### config.mk
export PLATFORM = sky130hd
export DESIGN_NAME = power_good_reset_sequencer
export DESIGN_NICKNAME = d
export VERILOG_FILES = /design/src/verilog/pgrs_pkg.sv /design/src/verilog/power_good_reset_sequencer.sv
export VERILOG_INCLUDE_DIRS = /design/src /design/src/verilog
export SDC_FILE = /design/constraint.sdc
export NUM_CORES = 1
export LEC_CHECK = 0
export BUFFER_PORTS_ARGS = -buffer_cell sky130_fd_sc_hd__buf_2
export CORE_UTILIZATION = 25
export DETAILED_ROUTE_END_ITERATION = 10
export PLACE_DENSITY = 0.49
export SLEW_MARGIN = 20
export SYNTH_ARGS = -nofsm -noshare
export SYNTH_HDL_FRONTEND = slang
export SYNTH_SLANG_ARGS = --single-unit
export TNS_END_PERCENT = 30
### constraint.sdc
create_clock -name ref_clk -period 15.4 [get_ports ref_clk]
set_input_delay 3.85 -clock ref_clk [delete_from_list [all_inputs] [get_ports ref_clk]]
set_output_delay 3.85 -clock ref_clk [all_outputs]
set_load 0.03 [all_outputs]
### src/verilog/pgrs_regs.svh
`ifndef PGRS_REGS_SVH
`define PGRS_REGS_SVH
// ----------------------------------------------------------------------------
// Clock and timing constants
// ----------------------------------------------------------------------------
`define PGRS_CLK_KHZ 50000
`define PGRS_CLK_PERIOD_NS 20
`define PGRS_GOOD_DELAY_US 600
`define PGRS_GOOD_DROP_NS 100
`define PGRS_RELEASE_DELAY_MS 1
`define PGRS_STRAP_DELAY_US 500
`define PGRS_STRAP_DELAY_MAX_US 600
`define PGRS_GPIO_FLOAT_MAX_US 9
`define PGRS_GLITCH_NS 50
`define PGRS_RESET_MIN_US 1
`define PGRS_SLOW_OSC_START_US 150
`define PGRS_LOCK_US 1000
`define PGRS_LOCK_MIN_US 30
`define PGRS_LOCK_MAX_US 4000
`define PGRS_RESUME_LOCK_US 600
`define PGRS_RESUME_LOCK_MAX_US 1000
// Longest ignored glitch rounded down, plus one sample to accept a real low
`define PGRS_GLITCH_CYC (`PGRS_GLITCH_NS / `PGRS_CLK_PERIOD_NS + 1)
// ----------------------------------------------------------------------------
// Pin vector layout
// ----------------------------------------------------------------------------
`define PGRS_PIN_ABOVE 0
`define PGRS_PIN_RST_N 1
`define PGRS_PIN_BAT_LOW 2
`define PGRS_PIN_COIN 3
`define PGRS_PIN_EXT32K 4
`define PGRS_PIN_RING_SU 5
`define PGRS_PIN_STRAP 6
`define PGRS_STRAP_W 8
`define PGRS_PIN_W (6 + `PGRS_STRAP_W)
`define PGRS_CNT_W 16
`endif

### src/verilog/pgrs_pkg.sv
`include "pgrs_regs.svh"
package pgrs_pkg;
  // --------------------------------------------------------------------------
  // Types
  // --------------------------------------------------------------------------
  typedef enum logic [2:0] {
    LK_OFF = 3'b001,
    LK_ADJ = 3'b010,
    LK_LOCKED = 3'b100
  } lock_state_t;

  typedef struct packed {
    logic [`PGRS_PIN_W-1:0] s1;
    logic [`PGRS_PIN_W-1:0] s2;
    logic [`PGRS_PIN_W-1:0] s3;
    logic [`PGRS_PIN_W-1:0] stb;
    logic [`PGRS_CNT_W-1:0] good_cnt;
    logic [`PGRS_CNT_W-1:0] rel_cnt;
    logic [`PGRS_CNT_W-1:0] strap_cnt;
    logic [`PGRS_CNT_W-1:0] osc_cnt;
    logic [`PGRS_CNT_W-1:0] lock_cnt;
    logic [3:0] low_cnt;
    logic rin_filt_n;
    logic good;
    logic proc_rst_n;
    logic strap_done;
    logic [`PGRS_STRAP_W-1:0] strap;
    logic osc_rdy;
    logic bat_por;
    logic resume;
    lock_state_t lk;
  } seq_state_t;

  typedef struct packed {
    logic standby_supply_good;
    logic processor_reset_n;
    logic fetch_enable;
    logic battery_por;
    logic strap_valid;
    logic [`PGRS_STRAP_W-1:0] strap_value;
    logic gpio_float;
    logic reset_out_n;
    logic slow_osc_ready_flag;
    logic ring_locked;
  } seq_out_t;
endpackage : pgrs_pkg

### src/verilog/power_good_reset_sequencer.sv
`timescale 1ns/10ps
`include "pgrs_regs.svh"
// Summary of operation
// - Standby supply good rises 600 us after supply crosses the threshold.
// - Standby supply good falls within 100 ns of supply dropping.
// - Processor reset releases 1 ms after supply crosses the threshold.
// - Processor fetches instructions only while its reset is released.
// - Battery level checked only on coin insertion and supply good rising.
// - Low battery at supply good rising raises a battery power-on reset.
// - Straps sampled 500 us, at most 600 us, after processor reset release.
// - GPIOs float within 9 us of reset input going low.
// - Reset input low at least 1 us resets; lows of 50 ns or less ignored.
// - Reset output stays asserted as long as reset input is asserted.
// - Slow oscillator ready flag set once it reaches operating frequency.
// - Ring locks 0.03 to 4 ms after start-up accuracy with reference present.
// - Resuming from deepest sleep, ring relocks typically 0.6 ms, at most 1 ms.
// - Lock timing applies only with external or enabled internal 32 kHz.
module power_good_reset_sequencer #(
  parameter int GOOD_CYC = `PGRS_GOOD_DELAY_US * `PGRS_CLK_KHZ / 1000,
  parameter int RELEASE_CYC = `PGRS_RELEASE_DELAY_MS * `PGRS_CLK_KHZ,
  parameter int STRAP_CYC = `PGRS_STRAP_DELAY_US * `PGRS_CLK_KHZ / 1000,
  parameter int OSC_CYC = (`PGRS_SLOW_OSC_START_US * `PGRS_CLK_KHZ + 999) / 1000,
  parameter int LOCK_CYC = `PGRS_LOCK_US * `PGRS_CLK_KHZ / 1000,
  parameter int RESUME_CYC = `PGRS_RESUME_LOCK_US * `PGRS_CLK_KHZ / 1000
) (
  // Clock and reset
  input wire logic ref_clk,
  input wire logic rst,
  // Board pins, asynchronous
  input wire logic standby_supply_above,
  input wire logic reset_in_n,
  input wire logic battery_below_th,
  input wire logic coin_cell_present,
  input wire logic ext_32k_present,
  input wire logic ring_startup_ok,
  input wire logic [`PGRS_STRAP_W-1:0] strap_pins,
  // Same-domain controls
  input wire logic slow_osc_enable,
  input wire logic resume_deep_sleep,
  // Status and reset outputs
  output pgrs_pkg::seq_out_t status
);
  localparam int CNT_MAX = (1 << `PGRS_CNT_W) - 1;

  // --------------------------------------------------------------------------
  // Elaboration checks
  // --------------------------------------------------------------------------
  if (GOOD_CYC < 1 || RELEASE_CYC <= GOOD_CYC || RELEASE_CYC > CNT_MAX) begin : g_chk_rel
    $error("release count must exceed good count and fit the counter");
  end
  if (STRAP_CYC < 1 || STRAP_CYC > `PGRS_STRAP_DELAY_MAX_US * `PGRS_CLK_KHZ / 1000) begin : g_chk_strap
    $error("strap delay out of range");
  end
  if (OSC_CYC < 1 || OSC_CYC > CNT_MAX) begin : g_chk_osc
    $error("oscillator start count out of range");
  end
  if (LOCK_CYC < 1 || LOCK_CYC > CNT_MAX || RESUME_CYC < 1 || RESUME_CYC > CNT_MAX) begin : g_chk_lock
    $error("lock counts out of range");
  end

  pgrs_pkg::seq_state_t state_reg;
  pgrs_pkg::seq_state_t state_next;
  logic [`PGRS_PIN_W-1:0] pin_vec;
  logic [`PGRS_PIN_W-1:0] stb_now;
  logic above;
  logic rin_n;
  logic ref_ok;
  logic good_rise;
  logic coin_rise;
  logic [`PGRS_CNT_W-1:0] lock_target;

  // --------------------------------------------------------------------------
  // Pin collection and agreement filter
  // --------------------------------------------------------------------------
  // Pins gathered so one three-flop chain serves them all
  assign pin_vec = {strap_pins, ring_startup_ok, ext_32k_present, coin_cell_present,
                    battery_below_th, reset_in_n, standby_supply_above};

  // A bit changes only once the second and third stages agree
  always_comb begin
    for (int i = 0; i < `PGRS_PIN_W; i++) begin
      stb_now[i] = (state_reg.s2[i] == state_reg.s3[i]) ? state_reg.s3[i] : state_reg.stb[i];
    end
  end

  assign above = stb_now[`PGRS_PIN_ABOVE];
  assign rin_n = stb_now[`PGRS_PIN_RST_N];
  assign ref_ok = state_reg.stb[`PGRS_PIN_EXT32K] | (slow_osc_enable & state_reg.osc_rdy);
  assign lock_target = state_reg.resume ? `PGRS_CNT_W'(RESUME_CYC) : `PGRS_CNT_W'(LOCK_CYC);

  // --------------------------------------------------------------------------
  // Next-state logic
  // --------------------------------------------------------------------------
  always_comb begin
    state_next = state_reg;
    state_next.s1 = pin_vec;
    state_next.s2 = state_reg.s1;
    state_next.s3 = state_reg.s2;
    state_next.stb = stb_now;
    good_rise = 1'b0;
    coin_rise = stb_now[`PGRS_PIN_COIN] & ~state_reg.stb[`PGRS_PIN_COIN];

    // Supply good: delayed rise, fast fall on the filtered comparator
    if (!above) begin
      state_next.good_cnt = '0;
      state_next.good = 1'b0;
    end else if (!state_reg.good) begin
      if (state_reg.good_cnt == `PGRS_CNT_W'(GOOD_CYC - 1)) begin
        state_next.good = 1'b1;
        good_rise = 1'b1;
      end else begin
        state_next.good_cnt = state_reg.good_cnt + 1'b1;
      end
    end

    // Glitch filter: low must persist past the longest ignored glitch
    if (rin_n) begin
      state_next.low_cnt = '0;
      state_next.rin_filt_n = 1'b1;
    end else if (state_reg.low_cnt == 4'(`PGRS_GLITCH_CYC - 1)) begin
      state_next.rin_filt_n = 1'b0;
    end else begin
      state_next.low_cnt = state_reg.low_cnt + 1'b1;
    end

    // Processor reset held by low supply or reset input, then delayed release
    if (!above || !state_reg.rin_filt_n) begin
      state_next.rel_cnt = '0;
      state_next.proc_rst_n = 1'b0;
    end else if (!state_reg.proc_rst_n) begin
      if (state_reg.rel_cnt == `PGRS_CNT_W'(RELEASE_CYC - 1)) begin
        state_next.proc_rst_n = 1'b1;
      end else begin
        state_next.rel_cnt = state_reg.rel_cnt + 1'b1;
      end
    end

    // Strap capture a fixed time after the processor reset releases
    if (!state_reg.proc_rst_n) begin
      state_next.strap_cnt = '0;
      state_next.strap_done = 1'b0;
    end else if (!state_reg.strap_done) begin
      if (state_reg.strap_cnt == `PGRS_CNT_W'(STRAP_CYC - 1)) begin
        state_next.strap_done = 1'b1;
        state_next.strap = state_reg.stb[`PGRS_PIN_STRAP +: `PGRS_STRAP_W];
      end else begin
        state_next.strap_cnt = state_reg.strap_cnt + 1'b1;
      end
    end

    // Battery checked on exactly two events
    state_next.bat_por = (coin_rise | good_rise) & stb_now[`PGRS_PIN_BAT_LOW];

    // Slow oscillator start-up timer
    if (!slow_osc_enable) begin
      state_next.osc_cnt = '0;
      state_next.osc_rdy = 1'b0;
    end else if (!state_reg.osc_rdy) begin
      if (state_reg.osc_cnt == `PGRS_CNT_W'(OSC_CYC - 1)) begin
        state_next.osc_rdy = 1'b1;
      end else begin
        state_next.osc_cnt = state_reg.osc_cnt + 1'b1;
      end
    end

    // Ring oscillator lock sequencing
    if (resume_deep_sleep) begin
      state_next.resume = 1'b1;
    end
    unique case (state_reg.lk)
      pgrs_pkg::LK_OFF: begin
        state_next.lock_cnt = '0;
        if (state_reg.stb[`PGRS_PIN_RING_SU] && ref_ok) begin
          state_next.lk = pgrs_pkg::LK_ADJ;
        end
      end
      pgrs_pkg::LK_ADJ: begin
        if (!state_reg.stb[`PGRS_PIN_RING_SU] || !ref_ok) begin
          state_next.lk = pgrs_pkg::LK_OFF;
        end else if (state_reg.lock_cnt == lock_target - 1'b1) begin
          state_next.lk = pgrs_pkg::LK_LOCKED;
          state_next.resume = 1'b0;
        end else begin
          state_next.lock_cnt = state_reg.lock_cnt + 1'b1;
        end
      end
      pgrs_pkg::LK_LOCKED: begin
        state_next.lock_cnt = '0;
        if (resume_deep_sleep) begin
          state_next.lk = pgrs_pkg::LK_ADJ;
        end else if (!state_reg.stb[`PGRS_PIN_RING_SU]) begin
          state_next.lk = pgrs_pkg::LK_OFF;
        end
      end
      default: begin
        state_next.lk = pgrs_pkg::LK_OFF;
      end
    endcase
  end

  // --------------------------------------------------------------------------
  // State register
  // --------------------------------------------------------------------------
  always_ff @(posedge ref_clk or posedge rst) begin
    if (rst) begin
      state_reg <= '0;
      state_reg.s1[`PGRS_PIN_RST_N] <= 1'b1;
      state_reg.s2[`PGRS_PIN_RST_N] <= 1'b1;
      state_reg.s3[`PGRS_PIN_RST_N] <= 1'b1;
      state_reg.stb[`PGRS_PIN_RST_N] <= 1'b1;
      state_reg.rin_filt_n <= 1'b1;
      state_reg.lk <= pgrs_pkg::LK_OFF;
    end else begin
      state_reg <= state_next;
    end
  end

  // --------------------------------------------------------------------------
  // Outputs
  // --------------------------------------------------------------------------
  assign status.standby_supply_good = state_reg.good;
  assign status.processor_reset_n = state_reg.proc_rst_n;
  assign status.fetch_enable = state_reg.proc_rst_n;
  assign status.battery_por = state_reg.bat_por;
  assign status.strap_valid = state_reg.strap_done;
  assign status.strap_value = state_reg.strap;
  assign status.gpio_float = ~state_reg.rin_filt_n;
  assign status.reset_out_n = state_reg.rin_filt_n;
  assign status.slow_osc_ready_flag = state_reg.osc_rdy;
  assign status.ring_locked = (state_reg.lk == pgrs_pkg::LK_LOCKED);
endmodule : power_good_reset_sequencer

Yosys cells after proc, flatten, opt, wreduce, memory -nomap -nowiden
Index checks and enable logic that the tools add are counted. W data, S select, Z words.

Bits in registers: 158. Output and inout port bits: 17. Word-level logic and storage cells: 144.

Add/sub/neg operators: 7. Equality and inequality tests: 37. Mux-type cells: 46. Bitwise gates (word level): 8. Reduce and logical (&&, ||, !) cells: 17.

Operators by type and width (number): $mux W16 (15); $add A16 B1 Y16 const B (5); $eq A16 B15 Y1 const B (2); $pmux W16 S2 (1); $ne A2 B2 Y1 const B (11); $mux W1 (20); $mux W9 (2); $eq A16 B13 Y1 const B (1); $eq A16 B16 Y1 (1); $eq A16 B16 Y1 const B (1); $sub A16 B1 Y16 const B (1); $eq A1 B1 Y1 (14); $mux W3 (4); $pmux W3 S3 (1); $reduce_and A3 Y1 (3); $mux W4 (2); $reduce_and A2 Y1 (4); $ne A3 B3 Y1 const B (2); $mux W5 (1); $add A4 B1 Y4 const B (1); $eq A4 B2 Y1 const B (1); $logic_not A1 Y1 (4); $reduce_bool A2 Y1 (2); $and A1 B1 Y1 (3); 9 further kinds (13).

Longest topological paths before layout
Depth in word-level cells: 6. Mapped depth: 7.

Worst setup path after synthesis
Ideal clock, no wire load.

Path type: register to output. Start: reg state_reg[1] (netlist name). End: out status[0] (netlist name). Arrival time: 1.307 ns. Required time: 11.550 ns. Path slack: 10.243 ns. Stages on the path, launching flop included: 2. Cell sequence: dfrtp_1 > nor3b_1.

RTL lines: start: declaration (RTL line power_good_reset_sequencer.sv:61) `pgrs_pkg::seq_state_t state_reg;`; start signal: assignment (RTL line power_good_reset_sequencer.sv:214) `state_reg <= state_next;`; end: declaration (RTL line power_good_reset_sequencer.sv:41) `output pgrs_pkg::seq_out_t status`.

==> results.py <==
metrics = {
    "run_status": {
        "status": "finished, final reports clean",
    },
    "logic_synthesis": {
        "syn_nets": 650,
        "synthXorXnorAreaFrac_pct": 3.119,
        "synth_cells": 625,
        "ys_ff_latch": 158,
        "syn_avg_cell_area_um2": 11.23,
        "synth_top_family_by_area": "simple AND/OR/NAND/NOR gates",
        "synth_cell_types": 64,
        "synth_compound_area_share_pct": 10.18,
        "yosys.area_share.adder_pct": 3.102,
        "ys_warn_count": 0,
        "yosys.area_share.simple_pct": 20.68,
        "synth_enable_flop_cells": 0,
        "async_flop_share_pct": 100.0,
        "synthMuxAreaShare_pct": 2.727,
        "ys_seq_area_share_pct": 56.43,
        "dominantRegCellSynth": "dfrtp_1",
        "syn_area_mm2": 0.007019,
    },
    "clock_network": {
        "cts.htree.levels": 4,
        "cts_setup_buffers": 0,
        "cts_max_path_buffers": 2,
        "cts_tree": "done",
        "cts_resized": 0,
        "clk_latency_ns": 0.42,
        "numCtsBuffers": 17,
        "cts_root_buffer": "clkbuf_16",
        "numClockSinks": 158,
        "path_clk_slew_ns": 0.07,
        "cts_hold_buf": 0,
    },
    "die": {
        "num_rows": 60,
        "die_h_um": 169.6,
        "die-width_um": 169.6,
        "coreArea_mm2": 0.02725,
        "pin_count": 35,
        "start_util_pct": 25.76,
        "die_area_mm2": 0.02875,
    },
    "place": {
        "gp_routability_congestion": 0.7350,
        "portBuffers": 34,
        "pre_cts_ws_ns": 9.848,
        "placed_cells": 1005,
        "post-dp-hpwl_um": 8886,
    },
    "route": {
        "drc": 0,
        "drt_wl_total_um": 13700,
        "vias": 4736,
        "drt_iter0_drc": 277,
        "route.antenna.remaining_nets": 0,
        "routed_via_density": 4.567,
        "wl_per_cell_um": 13.21,
        "dr.pass1.iters": 4,
    },
    "global_route": {
        "grt_use_total_pct": 10.42,
        "grt_pass1_wl_um": 24000,
        "antenna_found_initial": 0,
        "grt_pass1_vias": 4727,
        "overflow": 0,
        "grt_max_degree": 94,
    },
    "critical_path": {
        "cp_max_fo": 6,
        "cp-start-kind": "flop",
        "critPathMaxStageDelay_ns": 0.43,
        "cp_cell_sequence": "nor3b_1, buf_2",
        "crit_arrival_ns": 1.55,
        "slowest_stage": "dfrtp_1",
        "end_kind": "primary output",
        "cp.required_ns": 11.55,
        "crit_type": "reg -> out",
    },
    "power": {
        "powerDensity_mw_per_mm2": 115.6,
        "vdd_ir_drop_max_mv": 0.08254,
        "leakagePower_nw": 3.211,
    },
    "sta": {
        "slew-limit-headroom_pct": 43.37,
        "final-max-slew-violation-count": 0,
        "fmax_mhz": 185.3,
        "setup_viol": 0,
        "setup_ws_ns": 10.00,
        "holdWs_ns": 0.3481,
        "min_period_ns": 5.397,
        "tightest_slew_ns": 0.8476,
        "rsz0062_at_grt": "false",
        "hold_viol_final": 0,
        "finalCritPeriodShare_pct": 35.04,
        "worst_clock_skew_ns": 0.009388,
        "finalSetupTns_ns": 0,
    },
    "cells_and_area": {
        "final_common_cell": "dfrtp_1",
        "largest_register_ffs": 116,
        "final_cell_mix": "dfrtp_1, a21oi_1, nor2_1",
        "drive_above_1_share_pct": 15.04,
        "final_net_count": 677,
        "antenna_cells": 0,
        "num-fill-cells": 2822,
        "final_cells": 1037,
        "area_growth_pct": 15.53,
    },
    "min_path": {
        "hold_path.class": "reg -> reg",
    },
    "flow_run": {
        "cap_violations": 0,
    },
}
==> synth_stat cells, types with 7 or more instances <==
library cell,count,share of area (%)
xnor2_1,16,2.0
or3_1,20,1.8
nor4_1,9,0.80
clkbuf_1,10,0.53
mux2_2,9,1.4
or4_1,23,2.5
o31ai_1,21,2.2
inv_1,21,1.1
ha_1,7,1.2
a21oi_1,47,3.4
buf_4,16,1.7
nand4_1,18,1.6
nand2_1,34,1.8
mux2i_1,9,1.3
dfrtp_1,152,54
maj3_1,13,1.9
nor2_1,37,2.0
nand3_1,25,1.8
nand3b_1,7,0.75
xor2_1,9,1.1
nor3_1,8,0.57
nand2b_1,9,0.80
o21ai_0,22,1.6
and4_1,7,0.87
==> final cells by class <==
cell class	instances	area, um2	area share [%]
tap	372	465.4	5.740
clock inverter	12	147.6	1.821
clock buffer	20	456.7	5.632
multi-input combinational	415	2794	34.45
sequential	158	3961	48.85
inverter	23	91.34	1.126
timing repair buffer	37	192.7	2.376
==> metal layers <==
metal  routed length, um  track usage [%]  vias to the layer above
met2                6221            16.51                       49
met5                   0                0                        -
li1                    -                -                     2349
met3                 297            2.262                       12
met1                7001            13.93                     2326
met4                 175            3.799                        0
==> path summary, 6_finish.rpt <==
kind | start | endpoint | slack [ns] | depth (start not counted)
max in group asynchronous | rst | status[14]$_DFF_PP0_ | 10.49 | 3
worst min register to register | state_next[137]$_DFF_PP0_ | state_next[123]$_DFF_PP0_ | 0.35 | 0
min in group asynchronous | rst | state_reg[18]$_DFFE_PP0P_ | 3.58 | 2
worst min-delay path | state_next[137]$_DFF_PP0_ | state_next[123]$_DFF_PP0_ | 0.35 | 0
worst max register to register | status[14]$_DFF_PP0_ | status[9]$_DFFE_PP0P_ | 13.06 | 3
worst max-delay path | state_reg[2]$_DFFE_PP0P_ | status[0] | 10.00 | 2
==> power breakdown <==
| group | total (mW) | internal (mW) | switching [mW] |
|---|---|---|---|
| Sequential | 0.446 | 0.433 | 0.0130 |
| Combinational | 0.0574 | 0.0210 | 0.0364 |
| Clock | 0.433 | 0.252 | 0.181 |
==> critical path: cells and delay by family, from the launching register on <==
kind                   cells  cell delay [ns]
buffers and inverters      1             0.28
flip-flops                 1             0.43
AND/OR/NAND/NOR            1             0.41
==> through the flow <==
step	area, um2	power, mW	util, %
2_1_floorplan	7019	0.4963	-
6_report	8109	0.9372	29.76
5_1_grt	8109	0.9815	29.76
3_5_place_dp	7505	0.5139	27.54
3_3_place_gp	7505	0.5130	27.54
4_1_cts	8109	0.9561	29.76
==> cell families (layout without fill, tap and decap cells) <==
group,Yosys count,in the layout
multiplexers,18,18
XOR/XNOR,25,25
adder cells (fa/ha/maj),20,20
AND/OR/NAND/NOR,239,239
flip-flops,158,158
buffers and inverters,52,92
AO/OA/AOI/OAI,113,113
Note: power is estimated with default switching activity, not from simulation.
